## src/hw/placeholder_unused.sv

```systemverilog
/*
  Intentionally empty compilation unit.
  Assumes nothing.
*/

```

## src/hw/timer_pulse_pkg.sv

```systemverilog
/*
  Shared constants and types for the pulse-output timer: register offsets,
  field positions, reset values, encodings and the configuration carrier.
  Assumes a 32-bit APB slave with byte addresses and one register per word.
*/
package timer_pulse_pkg;

  // ----------------------------------------------------------------
  // bus geometry and register offsets
  // ----------------------------------------------------------------
  localparam int          ADDR_W                = 12;
  localparam int          DATA_W                = 32;
  localparam logic [11:0] RUN_CONTROL_OFFSET    = 12'h000;
  localparam logic [11:0] INTR_CONTROL_OFFSET   = 12'h004;
  localparam logic [11:0] PIN_ROUTING_OFFSET    = 12'h008;
  localparam logic [11:0] PRESCALER_OFFSET      = 12'h00C;
  localparam logic [11:0] MAIN_COUNTER_OFFSET   = 12'h010;
  localparam logic [11:0] IO_CONTROL_OFFSET     = 12'h014;
  localparam logic [11:0] MODE_OFFSET           = 12'h018;

  // ----------------------------------------------------------------
  // field positions
  // ----------------------------------------------------------------
  localparam int START_BIT          = 0;
  localparam int ACTIVE_BIT         = 1;
  localparam int LEVEL_LSB          = 0;
  localparam int REQUEST_BIT        = 3;
  localparam int TOGGLE_ROUTE_LSB   = 0;
  localparam int INVERSE_ROUTE_LSB  = 3;
  localparam int POLARITY_BIT       = 0;
  localparam int INV_ENABLE_BIT     = 2;
  localparam int MODE_LSB           = 0;
  localparam int SOURCE_LSB         = 4;

  // ----------------------------------------------------------------
  // encodings, reset values and timing
  // ----------------------------------------------------------------
  localparam logic [2:0] MODE_PULSE          = 3'h1;
  localparam logic [2:0] SOURCE_DIV8         = 3'h1;
  localparam logic [2:0] LEVEL_DISABLED      = 3'h0;
  localparam logic [1:0] TOGGLE_ROUTE_P1_7   = 2'h1;
  localparam logic [1:0] INVERSE_ROUTE_P3_7  = 2'h0;
  localparam logic [7:0] PRESCALER_RESET     = 8'hFF;
  localparam logic [7:0] MAIN_COUNTER_RESET  = 8'hFF;
  localparam int         COUNTER_W           = 8;
  localparam int         DIV8_RATIO          = 8;
  localparam int         PCLK_HZ             = 10_000_000;

  // ----------------------------------------------------------------
  // types
  // ----------------------------------------------------------------
  typedef enum logic [2:0] {
    REG_RUN, REG_INTR, REG_ROUTE, REG_PRESCALER, REG_MAIN, REG_IO, REG_MODE, REG_NONE
  } reg_index_type;

  typedef enum logic {STOPPED, RUNNING} run_state_type;

  typedef struct packed {
    logic       start;
    logic [2:0] level;
    logic       request;
    logic [1:0] toggle_route;
    logic [1:0] inverse_route;
    logic       polarity;
    logic       inv_enable;
    logic [2:0] mode;
    logic [2:0] source;
  } timer_cfg_type;

endpackage

```

## src/hw/count_source_divider.sv

```systemverilog
/*
  Divide-by-N enable generator producing the count source tick.
  Assumes it shares pclk with its user; dropping enable restarts the division.
*/
module count_source_divider #(
  parameter int RATIO = 8
) (
  input  wire logic pclk,
  input  wire logic presetn,
  input  wire logic enable,
  output logic      tick
);

  localparam int CW = $clog2(RATIO);
  localparam logic [CW-1:0] LAST = CW'(RATIO - 1);

  logic [CW-1:0] phase_q;
  logic [CW-1:0] phase_d;

  // ----------------------------------------------------------------
  // divider
  // ----------------------------------------------------------------
  // held at zero while stopped so every start sees a full first period
  always_comb begin
    phase_d = phase_q;
    if (!enable) begin
      phase_d = '0;
    end else if (phase_q == LAST) begin
      phase_d = '0;
    end else begin
      phase_d = phase_q + CW'(1);
    end
  end

  always_ff @(posedge pclk or negedge presetn) begin
    if (!presetn) begin
      phase_q <= '0;
    end else begin
      phase_q <= phase_d;
    end
  end

  assign tick = enable && (phase_q == LAST);

endmodule // count_source_divider

```

## src/hw/reload_down_counter.sv

```systemverilog
/*
  Down-counter with a reload register, used for prescaler and main counter.
  Assumes tick is a one-cycle enable on pclk; a write sets both values.
*/
module reload_down_counter #(
  parameter int               WIDTH     = 8,
  parameter logic [WIDTH-1:0] RESET_VAL = '1
) (
  input  wire logic             pclk,
  input  wire logic             presetn,
  input  wire logic             tick,
  input  wire logic             wr_en,
  input  wire logic [WIDTH-1:0] wr_value,
  output logic      [WIDTH-1:0] count,
  output logic                  underflow
);

  logic [WIDTH-1:0] reload_q;
  logic [WIDTH-1:0] reload_d;
  logic [WIDTH-1:0] count_q;
  logic [WIDTH-1:0] count_d;

  // ----------------------------------------------------------------
  // count and reload
  // ----------------------------------------------------------------
  always_comb begin
    reload_d = reload_q;
    count_d  = count_q;
    if (wr_en) begin
      reload_d = wr_value;
      count_d  = wr_value;
    end else if (tick) begin
      if (count_q == '0) begin
        count_d = reload_q; // RQ13
      end else begin
        count_d = count_q - WIDTH'(1); // RQ1
      end
    end
  end

  always_ff @(posedge pclk or negedge presetn) begin
    if (!presetn) begin
      reload_q <= RESET_VAL;
      count_q  <= RESET_VAL;
    end else begin
      reload_q <= reload_d;
      count_q  <= count_d;
    end
  end

  // a write in the same cycle wins and suppresses the underflow
  assign underflow = tick && !wr_en && (count_q == '0);
  assign count     = count_q;

endmodule // reload_down_counter

```

## src/hw/timer_pulse_output.sv

```systemverilog
/*
  Pulse-output timer: APB register slave, run control, divide-by-8 count
  source, 8-bit prescaler and 8-bit main counter, toggling output pins.
  Assumes a single pclk domain and an APB master that follows the protocol.
*/
// Summary of operation
// RQ1: prescaler counts div8_clock ticks; main counter steps on each prescaler underflow.
// RQ2: in pulse mode each main underflow inverts toggle and inverted outputs.
// RQ3: toggle interval is source period times (prescaler+1) times (counter+1).
// RQ4: software loads 249 and 9 for 1 ms from a 20 MHz clock.
// RQ5: count start bit 0 starts on 1, stops on 0, reads back.
// RQ6: read-only count active flag at bit 1 shows counting in progress.
// RQ7: software polls the active flag after stopping before reconfiguring.
// RQ8: software stops, disables interrupt, routes pins, then writes counts.
// RQ9: three-bit priority level in bits 2..0; zero disables the interrupt.
// RQ10: request flag at bit 3 reads 0 when idle, software writes clear it.
// RQ11: toggle pin route in bits 1..0; value 01 selects port 1 bit 7.
// RQ12: inverse pin route in bits 4..3; value 00 selects port 3 bit 7.
// RQ13: both counters reload from written values and keep counting while started.
// RQ14: operating mode field value 001 selects pulse output mode.
// RQ15: clock source field bits 6..4 value 001 selects the divide-by-8 clock.
// RQ16: with polarity select 0 the toggle output starts high when counting begins.
// RQ17: with inverted output enable 1 the second pin drives the inverse.
module timer_pulse_output #(
  parameter int DIV_RATIO = timer_pulse_pkg::DIV8_RATIO
) (
  input  wire logic        pclk,
  input  wire logic        presetn,
  input  wire logic        psel,
  input  wire logic        penable,
  input  wire logic        pwrite,
  input  wire logic [11:0] paddr,
  input  wire logic [31:0] pwdata,
  input  wire logic [3:0]  pstrb,
  output logic      [31:0] prdata,
  output logic             pready,
  output logic             pslverr,
  output logic             toggle_output_pin,
  output logic             inverted_output_pin,
  output logic             port1_7_out,
  output logic             port1_7_oe,
  output logic             port3_7_out,
  output logic             port3_7_oe
);

  // ----------------------------------------------------------------
  // address decoding
  // ----------------------------------------------------------------
  function automatic timer_pulse_pkg::reg_index_type decode_addr(input logic [11:0] addr);
    if (addr == timer_pulse_pkg::RUN_CONTROL_OFFSET) begin
      decode_addr = timer_pulse_pkg::REG_RUN;
    end else if (addr == timer_pulse_pkg::INTR_CONTROL_OFFSET) begin
      decode_addr = timer_pulse_pkg::REG_INTR;
    end else if (addr == timer_pulse_pkg::PIN_ROUTING_OFFSET) begin
      decode_addr = timer_pulse_pkg::REG_ROUTE;
    end else if (addr == timer_pulse_pkg::PRESCALER_OFFSET) begin
      decode_addr = timer_pulse_pkg::REG_PRESCALER;
    end else if (addr == timer_pulse_pkg::MAIN_COUNTER_OFFSET) begin
      decode_addr = timer_pulse_pkg::REG_MAIN;
    end else if (addr == timer_pulse_pkg::IO_CONTROL_OFFSET) begin
      decode_addr = timer_pulse_pkg::REG_IO;
    end else if (addr == timer_pulse_pkg::MODE_OFFSET) begin
      decode_addr = timer_pulse_pkg::REG_MODE;
    end else begin
      decode_addr = timer_pulse_pkg::REG_NONE;
    end
  endfunction

  timer_pulse_pkg::reg_index_type sel_index;
  logic                           access;
  logic                           wr_strobe;
  logic                           wr_lane0;

  assign sel_index = decode_addr(paddr);
  assign access    = psel && penable;
  assign wr_strobe = access && pwrite && (sel_index != timer_pulse_pkg::REG_NONE);
  // every register lives in byte lane 0; other lanes have nothing to store
  assign wr_lane0  = wr_strobe && pstrb[0];

  // the slave never stalls; unmapped offsets answer with an error
  assign pready  = 1'b1;
  assign pslverr = access && (sel_index == timer_pulse_pkg::REG_NONE);

  // ----------------------------------------------------------------
  // counter chain
  // ----------------------------------------------------------------
  timer_pulse_pkg::timer_cfg_type cfg_q;
  timer_pulse_pkg::timer_cfg_type cfg_d;
  timer_pulse_pkg::run_state_type state_q;
  timer_pulse_pkg::run_state_type state_d;

  logic       counting;
  logic       source_tick;
  logic       pre_underflow;
  logic       main_underflow;
  logic [7:0] pre_count;
  logic [7:0] main_count;
  logic       pre_write;
  logic       main_write;

  assign counting   = (state_q == timer_pulse_pkg::RUNNING);
  assign pre_write  = wr_lane0 && (sel_index == timer_pulse_pkg::REG_PRESCALER);
  assign main_write = wr_lane0 && (sel_index == timer_pulse_pkg::REG_MAIN);

  count_source_divider #(
    .RATIO (DIV_RATIO)
  ) u_divider (
    .pclk    (pclk),
    .presetn (presetn),
    .enable  (counting), // RQ15
    .tick    (source_tick)
  );

  reload_down_counter #(
    .WIDTH     (timer_pulse_pkg::COUNTER_W),
    .RESET_VAL (timer_pulse_pkg::PRESCALER_RESET)
  ) u_prescaler (
    .pclk      (pclk),
    .presetn   (presetn),
    .tick      (source_tick), // RQ1
    .wr_en     (pre_write),
    .wr_value  (pwdata[7:0]),
    .count     (pre_count),
    .underflow (pre_underflow)
  );

  // the main counter steps once per full prescaler cycle, giving the product period
  reload_down_counter #(
    .WIDTH     (timer_pulse_pkg::COUNTER_W),
    .RESET_VAL (timer_pulse_pkg::MAIN_COUNTER_RESET)
  ) u_main_counter (
    .pclk      (pclk),
    .presetn   (presetn),
    .tick      (pre_underflow), // RQ1 RQ3
    .wr_en     (main_write),
    .wr_value  (pwdata[7:0]),
    .count     (main_count),
    .underflow (main_underflow)
  );

  // ----------------------------------------------------------------
  // configuration registers
  // ----------------------------------------------------------------
  always_comb begin
    cfg_d = cfg_q;
    if (wr_lane0) begin
      if (sel_index == timer_pulse_pkg::REG_RUN) begin
        cfg_d.start = pwdata[timer_pulse_pkg::START_BIT]; // RQ5
      end else if (sel_index == timer_pulse_pkg::REG_INTR) begin
        cfg_d.level = pwdata[timer_pulse_pkg::LEVEL_LSB +: 3]; // RQ9
        // writing 0 clears; writing 1 cannot raise a request by itself
        cfg_d.request = cfg_q.request && pwdata[timer_pulse_pkg::REQUEST_BIT]; // RQ10
      end else if (sel_index == timer_pulse_pkg::REG_ROUTE) begin
        cfg_d.toggle_route  = pwdata[timer_pulse_pkg::TOGGLE_ROUTE_LSB +: 2]; // RQ11
        cfg_d.inverse_route = pwdata[timer_pulse_pkg::INVERSE_ROUTE_LSB +: 2]; // RQ12
      end else if (sel_index == timer_pulse_pkg::REG_IO) begin
        cfg_d.polarity   = pwdata[timer_pulse_pkg::POLARITY_BIT];
        cfg_d.inv_enable = pwdata[timer_pulse_pkg::INV_ENABLE_BIT];
      end else if (sel_index == timer_pulse_pkg::REG_MODE) begin
        cfg_d.mode   = pwdata[timer_pulse_pkg::MODE_LSB +: 3];
        cfg_d.source = pwdata[timer_pulse_pkg::SOURCE_LSB +: 3];
      end
    end
    // a request raised in the clearing cycle survives the clear
    if (main_underflow) begin
      cfg_d.request = 1'b1; // RQ10
    end
  end

  always_ff @(posedge pclk or negedge presetn) begin
    if (!presetn) begin
      cfg_q <= '0;
    end else begin
      cfg_q <= cfg_d;
    end
  end

  // ----------------------------------------------------------------
  // run control and output level
  // ----------------------------------------------------------------
  logic mode_ok;
  logic level_q;
  logic level_d;
  logic inv_level_q;
  logic inv_level_d;

  // only pulse mode fed from the divide-by-8 source is built here
  assign mode_ok = (cfg_q.mode == timer_pulse_pkg::MODE_PULSE) // RQ14
                && (cfg_q.source == timer_pulse_pkg::SOURCE_DIV8); // RQ15

  always_comb begin
    state_d = state_q;
    level_d = level_q;
    case (state_q)
      timer_pulse_pkg::STOPPED: begin
        if (cfg_q.start && mode_ok) begin
          state_d = timer_pulse_pkg::RUNNING; // RQ5
          level_d = !cfg_q.polarity; // RQ16
        end
      end
      timer_pulse_pkg::RUNNING: begin
        if (!cfg_q.start || !mode_ok) begin
          state_d = timer_pulse_pkg::STOPPED; // RQ5
        end else if (main_underflow) begin
          level_d = !level_q; // RQ2
        end
      end
      default: begin
        state_d = timer_pulse_pkg::STOPPED;
      end
    endcase
    inv_level_d = !level_d; // RQ17
  end

  always_ff @(posedge pclk or negedge presetn) begin
    if (!presetn) begin
      state_q     <= timer_pulse_pkg::STOPPED;
      level_q     <= 1'b0;
      inv_level_q <= 1'b0;
    end else begin
      state_q     <= state_d;
      level_q     <= level_d;
      inv_level_q <= inv_level_d;
    end
  end

  // ----------------------------------------------------------------
  // pin routing
  // ----------------------------------------------------------------
  logic toggle_routed;
  logic inverse_routed;

  assign toggle_routed  = (cfg_q.toggle_route == timer_pulse_pkg::TOGGLE_ROUTE_P1_7); // RQ11
  assign inverse_routed = (cfg_q.inverse_route == timer_pulse_pkg::INVERSE_ROUTE_P3_7) // RQ12
                       && cfg_q.inv_enable; // RQ17

  assign toggle_output_pin   = level_q; // RQ2
  assign inverted_output_pin = cfg_q.inv_enable && inv_level_q; // RQ2 RQ17
  assign port1_7_out         = toggle_routed && level_q;
  assign port1_7_oe          = toggle_routed && (cfg_q.mode == timer_pulse_pkg::MODE_PULSE);
  assign port3_7_out         = inverse_routed && inv_level_q;
  assign port3_7_oe          = inverse_routed && (cfg_q.mode == timer_pulse_pkg::MODE_PULSE);

  // ----------------------------------------------------------------
  // read data
  // ----------------------------------------------------------------
  logic [31:0] prdata_q;
  logic [31:0] prdata_d;

  // captured in the setup cycle so the access phase shows registered data
  always_comb begin
    prdata_d = prdata_q;
    if (psel && !penable && !pwrite) begin
      prdata_d = '0;
      if (sel_index == timer_pulse_pkg::REG_RUN) begin
        prdata_d[timer_pulse_pkg::START_BIT]  = cfg_q.start; // RQ5
        prdata_d[timer_pulse_pkg::ACTIVE_BIT] = counting; // RQ6
      end else if (sel_index == timer_pulse_pkg::REG_INTR) begin
        prdata_d[timer_pulse_pkg::LEVEL_LSB +: 3] = cfg_q.level; // RQ9
        prdata_d[timer_pulse_pkg::REQUEST_BIT]    = cfg_q.request; // RQ10
      end else if (sel_index == timer_pulse_pkg::REG_ROUTE) begin
        prdata_d[timer_pulse_pkg::TOGGLE_ROUTE_LSB +: 2]  = cfg_q.toggle_route;
        prdata_d[timer_pulse_pkg::INVERSE_ROUTE_LSB +: 2] = cfg_q.inverse_route;
      end else if (sel_index == timer_pulse_pkg::REG_PRESCALER) begin
        prdata_d[7:0] = pre_count;
      end else if (sel_index == timer_pulse_pkg::REG_MAIN) begin
        prdata_d[7:0] = main_count;
      end else if (sel_index == timer_pulse_pkg::REG_IO) begin
        prdata_d[timer_pulse_pkg::POLARITY_BIT]   = cfg_q.polarity;
        prdata_d[timer_pulse_pkg::INV_ENABLE_BIT] = cfg_q.inv_enable;
      end else if (sel_index == timer_pulse_pkg::REG_MODE) begin
        prdata_d[timer_pulse_pkg::MODE_LSB +: 3]   = cfg_q.mode;
        prdata_d[timer_pulse_pkg::SOURCE_LSB +: 3] = cfg_q.source;
      end
    end
  end

  always_ff @(posedge pclk or negedge presetn) begin
    if (!presetn) begin
      prdata_q <= '0;
    end else begin
      prdata_q <= prdata_d;
    end
  end

  assign prdata = prdata_q;

endmodule // timer_pulse_output

```

## config.mk

```make
export PLATFORM = sky130hd
export DESIGN_NAME = timer_pulse_output
export DESIGN_NICKNAME = d
export VERILOG_FILES = /design/src/hw/placeholder_unused.sv /design/src/hw/timer_pulse_pkg.sv /design/src/hw/count_source_divider.sv /design/src/hw/reload_down_counter.sv /design/src/hw/timer_pulse_output.sv
export SDC_FILE = /design/constraint.sdc
export NUM_CORES = 1
export LEC_CHECK = 0
export BUFFER_PORTS_ARGS = -buffer_cell sky130_fd_sc_hd__clkbuf_2
export CORE_ASPECT_RATIO = 0.8
export CORE_MARGIN = 2
export CORE_UTILIZATION = 50
export CTS_CLUSTER_SIZE = 20
export DETAILED_ROUTE_END_ITERATION = 16
export PLACE_DENSITY = 0.74
export SLEW_MARGIN = 15
export SYNTH_ARGS = -nofsm -noshare
export SYNTH_HDL_FRONTEND = slang
export SYNTH_SLANG_ARGS = --single-unit
```

## constraint.sdc

```tcl
create_clock -name pclk -period 3 [get_ports pclk]
set_input_delay 0.6 -clock pclk [delete_from_list [all_inputs] [get_ports pclk]]
set_output_delay 0.6 -clock pclk [all_outputs]
set_load 0.005 [all_outputs]
```

**Word-level counts from Yosys, hierarchy flattened**

Index checks and enable logic that the tools add are counted.

- Register bits after elaboration: 63
- Input bits: 53
- Output and inout port bits: 40
- Word-level logic and storage cells: 151

- $add $sub $neg: 3
- Eq/ne operators: 19
- Mux-type cells: 58
- Bitwise operators: 5
- Reduce and logical (&&, ||, !) cells: 48

Operators by type and width:

| cell | number |
|---|---|
| two-way mux 8 bit | 8 |
| two-way mux 3 bit | 19 |
| == test 12 x 5 -> 1 bit, second input constant | 3 |
| two-way mux 13 bit | 2 |
| == test 12 x 4 -> 1 bit, second input constant | 2 |
| logical AND 1 bit | 23 |
| two-way mux 6 bit | 3 |
| zero test 8 bit | 2 |
| subtractor 8 x 1 -> 8 bit, second input constant | 2 |
| == test 3 bit, second input constant | 5 |
| two-way mux 1 bit | 14 |
| == test 12 x 3 -> 1 bit, second input constant | 1 |
| zero test 12 bit | 1 |
| two-way mux 12 bit | 1 |
| two-way mux 2 bit | 6 |
| two-way mux 4 bit | 3 |
| == test 3 x 1 -> 1 bit, second input constant | 3 |
| zero test 1 bit | 9 |
| nonzero test 2 bit | 4 |
| == test 3 x 2 -> 1 bit, second input constant | 2 |
| AND reduction 3 bit | 2 |
| AND reduction 6 bit | 1 |
| NOT 1 bit | 5 |
| AND reduction 5 bit | 1 |
| other kinds (10) | 11 |

**Depth between registers and ports, before layout**

Gate-level depths: netlist (run 1).

- Depth after elaboration: 23
- Mapped depth: 8
- Depth with buffers taken out: 7

**By module**

From an unflattened synthesis (run 1), not the netlist that was laid out.

- Cells, all modules: 358
- Area total of the unflattened synthesis: 3721.1 sq um

By module, submodules not included:

| module | times used | cells an instance | area an instance (sq um) | sequential area each (sq um) |
|---|---|---|---|---|
| reload_down_counter | 2 | 82 | 902.1 | 420.4 |
| timer_pulse_output | 1 | 185 | 1781.7 | 700.7 |
| count_source_divider | 1 | 9 | 135.1 | 75.1 |

**Worst setup path before layout (run 1)**

No wires, ideal clock.

- Kind: input to register
- Start: in paddr[1]
- End: reg cfg_q[13] in the netlist's numbering
- Setup time: 0.125 ns
- Data arrival time: 2.008 ns
- Data required time: 2.875 ns
- Setup slack: 0.867 ns
- Stages: 4
- Path buffers: 0
- Cell sequence: nor4_2 -> nand4_1 -> nor4_1 -> mux2_2

- Cells in the longest elaborated chain, start to end: 12
- Elaborated cells between the ends (all ways): 21
- Classes of those cells: 8 x eq/ne; 7 x mux; 1 x bitwise; 5 x reduce/logical

Ends and longest elaborated chain:

| element | line | text |
|---|---|---|
| start: declaration | timer_pulse_output.sv:32 | `input wire logic [11:0] paddr,` |
| == test 12 x 5 -> 1 bit | timer_pulse_output.sv:62 | `end else if (addr == timer_pulse_pkg::MODE_OFFSET) begin` |
| two-way mux 1 bit | timer_pulse_output.sv:62 |  |
| two-way mux 2 bit | timer_pulse_output.sv:60 | `end else if (addr == timer_pulse_pkg::IO_CONTROL_OFFSET) begin` |
| two-way mux 2 bit | timer_pulse_output.sv:58 | `end else if (addr == timer_pulse_pkg::MAIN_COUNTER_OFFSET) begin` |
| two-way mux 3 bit | timer_pulse_output.sv:56 | `end else if (addr == timer_pulse_pkg::PRESCALER_OFFSET) begin` |
| two-way mux 3 bit | timer_pulse_output.sv:54 | `end else if (addr == timer_pulse_pkg::PIN_ROUTING_OFFSET) begin` |
| two-way mux 3 bit | timer_pulse_output.sv:52 | `end else if (addr == timer_pulse_pkg::INTR_CONTROL_OFFSET) begin` |
| two-way mux 3 bit (*) | timer_pulse_output.sv:50 | `if (addr == timer_pulse_pkg::RUN_CONTROL_OFFSET) begin` |
| != test 3 bit | timer_pulse_output.sv:76 | `assign wr_strobe = access && pwrite && (sel_index != timer_pulse_pkg::REG_NONE);` |
| logical AND 1 bit | timer_pulse_output.sv:76 |  |
| logical AND 1 bit | timer_pulse_output.sv:78 | `assign wr_lane0 = wr_strobe && pstrb[0];` |
| AND reduction 3 bit (no source line) (*) | -- |  |
| end signal: assignment | timer_pulse_output.sv:174 | `cfg_q <= cfg_d;` |
| end: declaration | timer_pulse_output.sv:87 | `timer_pulse_pkg::timer_cfg_type cfg_q;` |

Mark *: on every way between the ends. The rest lies on a longest branch, timed or not.
A chain may end at the register's enable or synchronous reset.

==> results of run 1 <==
## critical path, stage by stage, from the launching register on
cell      delay [ns]
dfstp_2         0.39
inv_1           0.10
ha_1            0.16
or3b_4          0.40
or4_4           0.53
a21oi_4         0.36
and3_1          0.31
o211ai_1        0.12
## cell type report
cell class | count | area [µm²]
clock buffers | 10 | 138
repair buffers | 48 | 260
well taps | 87 | 109
fillers | 626 | 2930
flip-flops and latches | 63 | 1620
clock inverters | 6 | 60.1
inverters | 15 | 56.3
multi-input cells | 287 | 1820
## synth_stat cells, types with 6 or more instances
library cell and instances:
ha_1 6, nor3_1 13, clkbuf_1 8, dfrtp_1 31, mux2_2 24, nand3_1 6
buf_4 25, o21ai_0 28, a21oi_1 15, inv_1 15, nor2_1 14, nand2_1 52
dfstp_2 32, a22oi_1 13, mux2i_1 6
## power by group
part / internal, mW / total, mW / switching, mW
clock: 0.401 / 0.740 / 0.339
combinational: 0.0253 / 0.0908 / 0.0655
sequential: 0.852 / 0.853 / 0.000619
total: 1.28 / 1.68 / 0.405
## cell families after synthesis
logic type               synth area share [%]
AO/OA/AOI/OAI                            16.6
multiplexers                             9.67
AND/OR/NAND/NOR                          18.7
other                                   0.206
XOR/XNOR                                0.240
adder cells (fa/ha/maj)                  2.06
flip-flops                               44.3
buffers and inverters                    8.26
## worst paths after layout
check,endpoint,slack [ns]
worst max-delay path,flip-flop,0.50
worst min-delay path,cfg_q[8],0.24
worst max register to register,flip-flop,0.50
worst min register to register,u_divider.phase_q[0],0.45
max in group asynchronous,u_prescaler.reload_q[7],1.98
min in group pclk,u_divider.phase_q[0],0.45
## per-layer routing
metal	wire length [µm]	vias to the layer above	part of all wire, %	GRT usage [%]
met5	0	-	0	0
met4	129	0	1.5	6.99
met3	570	13	6.7	6.35
met2	3750	125	44	34.9
met1	4070	1399	48	33.1
li1	-	1411	-	-
## sequential cells by signal (all words and copies together) (netlist names), named ones only
register and flops:
u_prescaler.count 8, counting 1, cfg_q 17, prdata 8, u_divider.phase_q 3, u_main_counter.reload_q 8, u_prescaler.reload_q 8, inv_level_q 1
u_main_counter.count 8
## cells in the final DEF, fill, tap and decap left out, types with 3 or more instances in the layout
| master | count |
|---|---|
| a211oi_1 | 3 |
| a21o_1 | 3 |
| a21oi_1 | 15 |
| a22oi_1 | 13 |
| and2_1 | 3 |
| and3_1 | 3 |
| buf_4 | 8 |
| clkbuf_2 | 40 |
| clkbuf_8 | 10 |
| clkinv_2 | 3 |
| conb_1 | 25 |
| dfrtp_1 | 31 |
| dfstp_2 | 32 |
| ha_1 | 6 |
| inv_1 | 15 |
| mux2_2 | 24 |
| mux2i_1 | 6 |
| nand2_1 | 52 |
| nand2b_1 | 4 |
| nand3_1 | 6 |
| nor2_1 | 14 |
| nor2b_1 | 4 |
| nor3_1 | 12 |
| nor3b_1 | 5 |
| nor4_1 | 3 |
| o211ai_1 | 4 |
| o21ai_0 | 28 |
| o21ai_1 | 5 |
| o22ai_1 | 4 |
| o31ai_1 | 5 |
| or3_1 | 3 |
## through the flow
step	util [%]	cell area (µm²)	setup WS, ns
after floorplan	-	3740	0.867
after global placement	55.3	3860	0.552
after detailed placement	55.3	3860	0.516
after CTS	58.1	4060	0.498
after global routing	58.1	4060	0.390
final	58.1	4060	0.497
==> metrics.md, run 1 <==
| Metric | Value |
|---|---|
| #FFs+latches synth | `63` |
| Wirelength per Cell | `16.5 µm` |
| Initial cell density of the core | `52.2%` |
| Slew @ Worst Pin | `0.708 ns` |
| CTS tree | `built` |
| Library cells used by synthesis | `61` |
| Gpl congestion | `0.912` |
| Total CTS buffers | `9` |
| Max rail drop VDD | `0.309 mV` |
| Cts hold-fix bufs | `0` |
| Worst Setup SP | `u_prescaler.count[1]` |
| Mapped Cells | `379` |
| Synth area leader | `dfstp_2` |
| Power density cells | `415 nW/µm²` |
| Largest net degree at the start of global routing | `26` |
| Top cells by area, synth | `dfstp_2, dfrtp_1, mux2_2` |
| Hold Vio Cnt, Final | `0` |
| Layout cell share with drive strength beyond 1 | `30.8%` |
| Total of max-cap violations | `0` |
| Via count | `2948` |
| Syn Std Cell Area | `3650 µm²` |
| Pins Over Slew Limit | `0` |
| CP startpoint kind | `flip-flop` |
| Die W | `99.5 µm` |
| Post-CTS Repair Setup Buffers | `0` |
| Die H | `80.4 µm` |
| Fin cells | `516` |
| Worst hold-check path type | `primary input to asynchronous set/reset pin` |
| Dpl cells | `500` |
| Vias in the first global route | `2738` |
| Max clock buf depth | `2` |
| CTS root buf | `clkbuf_8` |
| Tmin final | `2.50 ns` |
| Hold WS | `0.243 ns` |
| Post-DRT Antenna Nets | `0` |
| Die Area | `8000 µm²` |
| Vias per cell | `5.71` |
| Boundary Pins | `93` |
| Most used DFF post-synth | `dfstp_2` |
| Clk sinks | `63` |
| Hpwl dp | `6.27 mm` |
| Status | `finished, final reports clean` |
| Kind of critical path | `flip-flop to flip-flop` |
| Leakage power | `1.84 nW` |
| P&R area growth vs syn | `11.3%` |
| Worst r2r src | `u_prescaler.count[1]` |
| DR DRC count | `0` |
| Post-synth EDFFs | `0` |
| Yosys warns | `0` |
| GR Util All Layers | `23.3%` |
| Core area | `6990 µm²` |
| Max Fclk | `399 MHz` |
| First drt pass iteration count | `5` |
| Rows | `27` |
| Total grt overflow | `0` |
| TNS Setup | `0 ns` |
| Arr. time, crit path | `2.72 ns` |
| Post-CTS sizing | `0` |
| First-pass GRT wire length | `14.2 mm` |
| Wirelength, routed | `8.52 mm` |
| CTS clk-pin slew, worst paths | `0.08 ns` |
| Worst Skew | `0.00952 ns` |
| Period utilization | `83.4%` |
| # diodes | `0` |
| Final setup vio count | `0` |
| Crit end category | `flip-flop` |
| Critical path required time | `3.22 ns` |
| Initial antenna violation count | `0` |
| Initial DRC Count | `291` |
| Top-area cell type share of the netlist area | `23.0%` |
| Power Total | `1.68 mW` |
| Slew margin rel. | `52.5%` |
| Buffers on Ports | `40` |
| RSZ-0062 raised after global routing | `no` |
| Worst R2R Path Depth | `7` |
| Post-Syn Area per Cell | `9.63 µm²` |
| Asr flop ratio synth | `100%` |
| H-tree depth | `3` |
| Register area share after synthesis | `44.3%` |
| Final Net Count | `483` |
| Crit path max fanout | `12` |
| Clock Latency Late Sink | `0.35 ns` |
(Power assumes the default switching activity.)
==> run 2: changes to the inputs <==
--- a/config.mk
+++ b/config.mk
@@ -8,7 +8,7 @@
 export BUFFER_PORTS_ARGS = -buffer_cell sky130_fd_sc_hd__clkbuf_2
 export CORE_ASPECT_RATIO = 0.8
 export CORE_MARGIN = 2
-export CORE_UTILIZATION = 50
+export CORE_UTILIZATION = 48
 export CTS_CLUSTER_SIZE = 20
 export DETAILED_ROUTE_END_ITERATION = 16
 export PLACE_DENSITY = 0.74
==> constraint.sdc (replaced) <==
create_clock -name pclk -period 2.2 [get_ports pclk]
set_input_delay 0.44 -clock pclk [delete_from_list [all_inputs] [get_ports pclk]]
set_output_delay 0.44 -clock pclk [all_outputs]
set_load 0.005 [all_outputs]
==> run 2 against run 1 <==
Critical path depth grew 1; sequential power grew 36%; final cell count grew 6.8%; worst hold slack lost 0.14 ns; wire length is essentially flat; sequential cell count did not move; largest power group unchanged; highest routed layer unchanged.
==> metrics.md, run 2 (same netlist as run 1, synthesis figures left out) <==
| Metric | Value |
|---|---|
| CTS root buf | `clkbuf_8` |
| Die Area | `8320 µm² (+4.0%)` |
| Kind of critical path | `flip-flop to flip-flop` |
| Max clock buf depth | `2 (unchanged)` |
| DR DRC count | `0 (unchanged)` |
| Crit end category | `flip-flop` |
| Largest stage delay on the critical path | `0.46 ns (-0.07 ns)` |
| Fin cells | `551 (+6.8%)` |
| Hold Vio Cnt, Final | `0 (unchanged)` |
| Total CTS buffers | `9 (unchanged)` |
| Die H | `82.0 µm (+2.0%)` |
| Leading cell type in the layout, fill and taps excluded | `nand2_1` |
| Core area | `7390 µm² (+5.7%)` |
| Total grt overflow | `0 (unchanged)` |
| Final Net Count | `500 (+3.5%)` |
| Final setup vio count | `0 (unchanged)` |
| H-tree depth | `3 (unchanged)` |
| Gpl congestion | `0.858 (-6.0%)` |
| Rows | `28 (+3.7%)` |
| Worst path slowest cell | `or4_4` |
| Initial DRC Count | `236 (-19%)` |
| CTS tree | `built` |
| Largest Register | `cfg_q` |
| CP startpoint kind | `flip-flop` |
| Flop-to-flop setup slack | `0.09 ns (-0.41 ns)` |
| Post-DRT Antenna Nets | `0 (unchanged)` |
| Max rail drop VDD | `0.388 mV (+26%)` |
| First-pass GRT wire length | `13.8 mm (-2.3%)` |
| Arr. time, crit path | `2.38 ns (-0.34 ns)` |
| Top routing layer in use | `met4` |
| Critical path required time | `2.47 ns (-0.75 ns)` |
| Most frequent cells in the layout | `nand2_1, clkbuf_2, dfstp_2` |
| Wirelength, routed | `8.53 mm (about the same)` |
| Layout Utilization | `57.5% (-0.56 points)` |
| Slew @ Worst Pin | `0.625 ns (-0.0830 ns)` |
| Wirelength per Cell | `15.5 µm (-6.3%)` |
| Tmin final | `2.11 ns (-0.390 ns)` |
| First drt pass iteration count | `4 (-1)` |
| CTS clk-pin slew, worst paths | `0.07 ns (about the same)` |
| Total of max-cap violations | `0 (unchanged)` |
| Clk sinks | `63 (unchanged)` |
| GR Util All Layers | `22.2% (-1.1 points)` |
| Worst Skew | `0.00923 ns (-0.000290 ns)` |
| Largest net degree at the start of global routing | `64 (+150%)` |
| Power density cells | `537 nW/µm² (+30%)` |
| Period utilization | `96.1% (+13 points)` |
| WL met3 | `759 µm (+33%)` |
| DR WL met2 | `3.73 mm (-0.43%)` |
| Worst hold-check path type | `primary input to asynchronous set/reset pin` |
| Die W | `101 µm (+2.0%)` |
| # diodes | `0 (unchanged)` |
| Hpwl dp | `6.31 mm (+0.68%)` |
| Setup WS pre-CTS | `-0.0684 ns (-0.585 ns)` |
| Pins Over Slew Limit | `0 (unchanged)` |
| Clock Latency Late Sink | `0.35 ns (about the same)` |
| Buffers on Ports | `40 (unchanged)` |
| Vias per cell | `5.46 (-4.4%)` |
| Initial antenna violation count | `0 (unchanged)` |
| Max reg flops | `17 (unchanged)` |
| Leakage power | `1.94 nW (+5.1%)` |
| Vias in the first global route | `2796 (+2.1%)` |
| Initial cell density of the core | `49.4% (-2.8 points)` |
| Via count | `3009 (+2.1%)` |
| Dpl cells | `534 (+6.8%)` |
| Worst setup margin | `0.0868 ns (-0.410 ns)` |
| Crit path max fanout | `5 (-7)` |
| Sequence of cells on the critical path | `inv_2 > ha_2 > or3b_4 > or4_4 > a21oi_4 > buf_6 > mux2i_1 > o21ai_1` |
| Boundary Pins | `93 (unchanged)` |
| WL met1 | `3.91 mm (-3.9%)` |
| Max Fclk | `473 MHz (+18%)` |
| Status | `finished, final reports clean` |
| Hold WS | `0.101 ns (-0.142 ns)` |
| RSZ-0062 raised after global routing | `no` |
| Slew margin rel. | `58.0% (+5.6 points)` |
| Layout cell share with drive strength beyond 1 | `34.1% (+3.3 points)` |
| P&R area growth vs syn | `16.5%` |
[run 2: changes by cell type in the layout (fill, tap and decap cells not counted), moves of 2 or more]
cell,delta
ha_1,-2
buf_4,+14
inv_1,-2
clkinvlp_4,-2
ha_2,+2
buf_6,+2
clkbuf_1,+3
clkinv_2,-2
inv_2,+2
[run 2: per-stage QoR]
stage	total power, mW	instance area, µm²	setup TNS [ns]
3_5_place_dp	1.31	4020	-0.175
2_1_floorplan	1.26	3740	0
6_report	2.28	4250	0
5_1_grt	2.39	4250	0
3_3_place_gp	1.31	4020	-0.00360
4_1_cts	2.31	4220	0
[run 2: timing repair]
action | 4_1_cts | 5_1_grt
setup endpoints to repair | 2 | 11
pin swaps | 0 | 1
hold buffers | 0 | 0
buffers inserted | 1 | 0
gates resized for setup | 1 | 11
endpoints found under the hold margin | 0 | 0
[run 2: where the power goes]
part / switching (mW) / internal, mW / leakage [nW]
Sequential: 0.000808 / 1.16 / 0.760
Clock: 0.435 / 0.556 / 0.0976
Combinational: 0.0907 / 0.0390 / 1.08
[run 2: area by class of cell]
cell class                      instances  area, µm²
Multi-Input combinational cell        287       1850
Timing Repair Buffer                   65        408
Sequential cell                        63       1620
Fill cell                             660       3140
Clock inverter                          3       43.8
Inverter                               15       56.3
Clock buffer                           13        149
Tap cell                              105        131
[run 2: critical path, delay by kind of cell (launching register included)]
kind	cells	cell delay [ns]
AO/OA/AOI/OAI	2	0.27
buffers and inverters	2	0.20
flip-flops	1	0.37
adder cells (fa/ha/maj)	1	0.16
multiplexers	1	0.20
AND/OR/NAND/NOR	2	0.83
[run 2: path summary, 6_finish.rpt]
| path | from | endpoint | cells past startpoint |
|---|---|---|---|
| worst max-delay path | u_prescaler.count[0] | u_main_counter.count[5] | 8 |
| worst min register to register | u_divider.phase_q[0] | u_divider.phase_q[0] | 1 |
| max in group asynchronous | presetn | u_main_counter.count[6] | 2 |
| worst min-delay path | presetn | prdata[2] | 2 |
| min in group pclk | pwdata[7] | u_main_counter.reload_q[7] | 3 |
| worst max register to register | u_prescaler.count[0] | u_main_counter.count[5] | 8 |
[run 2: layer usage]
layer	vias up	global-route usage, %
li1	1446	-
met1	1426	30.8
met2	125	34.2
met3	12	6.38
met4	0	6.35
met5	-	0
==> run 3: changes to the inputs <==
--- a/config.mk
+++ b/config.mk
@@ -8,7 +8,7 @@
 export BUFFER_PORTS_ARGS = -buffer_cell sky130_fd_sc_hd__clkbuf_2
 export CORE_ASPECT_RATIO = 0.8
 export CORE_MARGIN = 2
-export CORE_UTILIZATION = 48
+export CORE_UTILIZATION = 50
 export CTS_CLUSTER_SIZE = 20
 export DETAILED_ROUTE_END_ITERATION = 16
 export PLACE_DENSITY = 0.74
==> constraint.sdc (replaced) <==
create_clock -name pclk -period 2.1 [get_ports pclk]
set_input_delay 0.42 -clock pclk [delete_from_list [all_inputs] [get_ports pclk]]
set_output_delay 0.42 -clock pclk [all_outputs]
set_load 0.005 [all_outputs]
==> run 3 against run 2 <==
The flow now finishes with violations (negative setup slack); non-clock buffer count is 13 higher; combinational power grew 7%; via count is 2.9% higher; clock power increased by 5%; final cell count fell by 0.91%; register-to-register slack worse by 0.10 ns; worst hold slack lost 0.025 ns; wire length rose by 5.2%; clock skew up 0.0012 ns; global-route usage is 1.8 points higher; clock-buffer cell count unchanged; sequential cell count unchanged; critical path type unchanged; critical endpoint unchanged; largest power group unchanged.
==> metrics.md, run 3 (same netlist as run 1, synthesis figures left out) <==
| Metric | Value |
|---|---|
| Status | `complete, but fails checks` |
| Failing checks | `negative setup slack` |
| Critical path required time | `2.37 ns (-0.10 ns)` |
| Dpl cells | `525 (-1.7%)` |
| Tmin final | `2.11 ns (+0.00158 ns)` |
| Fin cells | `546 (-0.91%)` |
| First-pass GRT wire length | `14.8 mm (+6.8%)` |
| Initial antenna violation count | `0 (unchanged)` |
| Arr. time, crit path | `2.39 ns (about the same)` |
| Cts hold-fix bufs | `0 (unchanged)` |
| CTS clk-pin slew, worst paths | `0.07 ns (about the same)` |
| Largest net degree at the start of global routing | `64 (unchanged)` |
| Rows | `27 (-3.6%)` |
| Boundary Pins | `93 (unchanged)` |
| # diodes | `0 (unchanged)` |
| Wirelength, routed | `8.97 mm (+5.2%)` |
| Core area | `6990 µm² (-5.4%)` |
| Worst Setup SP | `u_prescaler.count[1]` |
| FILL cells | `568 (-14%)` |
| Flop-to-flop setup slack | `-0.01 ns (-0.10 ns)` |
| Max clock buf depth | `2 (unchanged)` |
| Power density cells | `547 nW/µm² (+1.8%)` |
| CTS root buf | `clkbuf_8` |
| H-tree depth | `3 (unchanged)` |
| Initial DRC Count | `192 (-19%)` |
| Hold WS | `0.0754 ns (-0.0252 ns)` |
| Vias in the first global route | `2937 (+5.0%)` |
| Layout cell share with drive strength beyond 1 | `37.3% (+3.2 points)` |
| CTS tree | `built` |
| Leakage power | `2.01 nW (+3.6%)` |
| Leading cell type in the layout, fill and taps excluded | `nand2_1` |
| Max rail drop VDD | `0.340 mV (-12%)` |
| Die W | `99.5 µm (-1.9%)` |
| Max Fclk | `473 MHz (about the same)` |
| Gpl congestion | `0.895 (+4.3%)` |
| Total of max-cap violations | `0 (unchanged)` |
| Hold Vio Cnt, Final | `0 (unchanged)` |
| Crit path max fanout | `6 (+1)` |
| Worst Skew | `0.0104 ns (+0.00120 ns)` |
| DR DRC count | `0 (unchanged)` |
| P&R area growth vs syn | `20.1%` |
| Vias per cell | `5.67 (+3.9%)` |
| Die H | `80.4 µm (-1.9%)` |
| Most frequent cells in the layout | `nand2_1, clkbuf_2, buf_4` |
| Max reg flops | `17 (unchanged)` |
| Via count | `3097 (+2.9%)` |
| Kind of critical path | `flip-flop to flip-flop` |
| Clock Latency Late Sink | `0.35 ns (about the same)` |
| Worst setup margin | `-0.0147 ns (-0.102 ns)` |
| Worst hold-check path type | `primary input to asynchronous set/reset pin` |
| Total CTS buffers | `9 (unchanged)` |
| Clk sinks | `63 (unchanged)` |
| RSZ-0062 raised after global routing | `yes` |
| First drt pass iteration count | `7 (+3)` |
| CP startpoint kind | `flip-flop` |
| Final setup vio count | `1 (+1)` |
| Largest Register | `cfg_q` |
| Slew margin rel. | `56.1% (-1.9 points)` |
| Wirelength per Cell | `16.4 µm (+6.1%)` |
| Post-DRT Antenna Nets | `0 (unchanged)` |
| Crit end category | `flip-flop` |
| GR Util All Layers | `24.0% (+1.8 points)` |
| Die Area | `8000 µm² (-3.8%)` |
| Initial cell density of the core | `52.2% (+2.8 points)` |
| Period utilization | `101% (+4.6 points)` |
| Final Net Count | `513 (+2.6%)` |
| Hpwl dp | `6.39 mm (+1.4%)` |
| Pins Over Slew Limit | `0 (unchanged)` |
| Slew @ Worst Pin | `0.653 ns (+0.0286 ns)` |
| Worst r2r src | `u_prescaler.count[1]` |
| Total grt overflow | `0 (unchanged)` |
| Buffers on Ports | `40 (unchanged)` |
run 3: routing by layer:
layer,vias to the layer above,GRT usage (%),routed length (µm)
met1,1461,33.1,3990
met4,0,6.03,93
met2,156,37.7,4090
met3,9,6.61,793
li1,1471,-,-
met5,-,0,0
run 3: cell type report:
cell class	count	area, µm²	area share, %
clock buffers	13	149	3.40
clock inverters	3	42.5	0.971
inverters	15	56.3	1.28
multi-input cells	287	1900	43.3
flip-flops and latches	63	1620	36.9
well taps	87	109	2.48
repair buffers	78	509	11.6
run 3: worst max-delay path: stages (launching register included):
cell and delay, ns:
dfstp_2 0.37, inv_2 0.07, ha_4 0.13, or3b_4 0.37, or4_4 0.45, a21oi_4 0.20
buf_6 0.16, mux2i_1 0.20, o21ai_1 0.09
run 3: worst paths after layout:
path / to / cells past startpoint
worst min register to register: u_main_counter.reload_q[1] / 2
min in group pclk: u_main_counter.reload_q[6] / 3
worst max-delay path: u_main_counter.count[5] / 8
max in group asynchronous: u_main_counter.reload_q[3] / 2
worst min-delay path: prdata[1] / 2
worst max register to register: u_main_counter.count[5] / 8
run 3: power by group:
group | internal, mW | total, mW | switching (mW) | leakage, nW
clock | 0.580 | 1.04 | 0.458 | 0.0936
combinational | 0.0435 | 0.139 | 0.0951 | 1.15
sequential | 1.22 | 1.22 | 0.000825 | 0.760
run 3: timing repair:
action,in CTS,in global routing
cloned,0,0
setup buffers,4,1
pin swaps,4,9
gates resized for setup,13,11
setup endpoints to repair,12,12
run 3: metrics by stage:
step | util (%) | power, mW | setup TNS [ns] | instance area, µm² | worst slack [ns]
after floorplan | - | 1.32 | -0.00826 | 3740 | -0.00826
after global routing | 62.7 | 2.49 | -0.433 | 4380 | -0.103
after detailed placement | 58.1 | 1.38 | -0.596 | 4070 | -0.0987
after CTS | 62.1 | 2.42 | 0 | 4340 | 0.000384
final | 62.7 | 2.40 | -0.0147 | 4380 | -0.0147
after global placement | 58.1 | 1.37 | -0.294 | 4070 | -0.0646
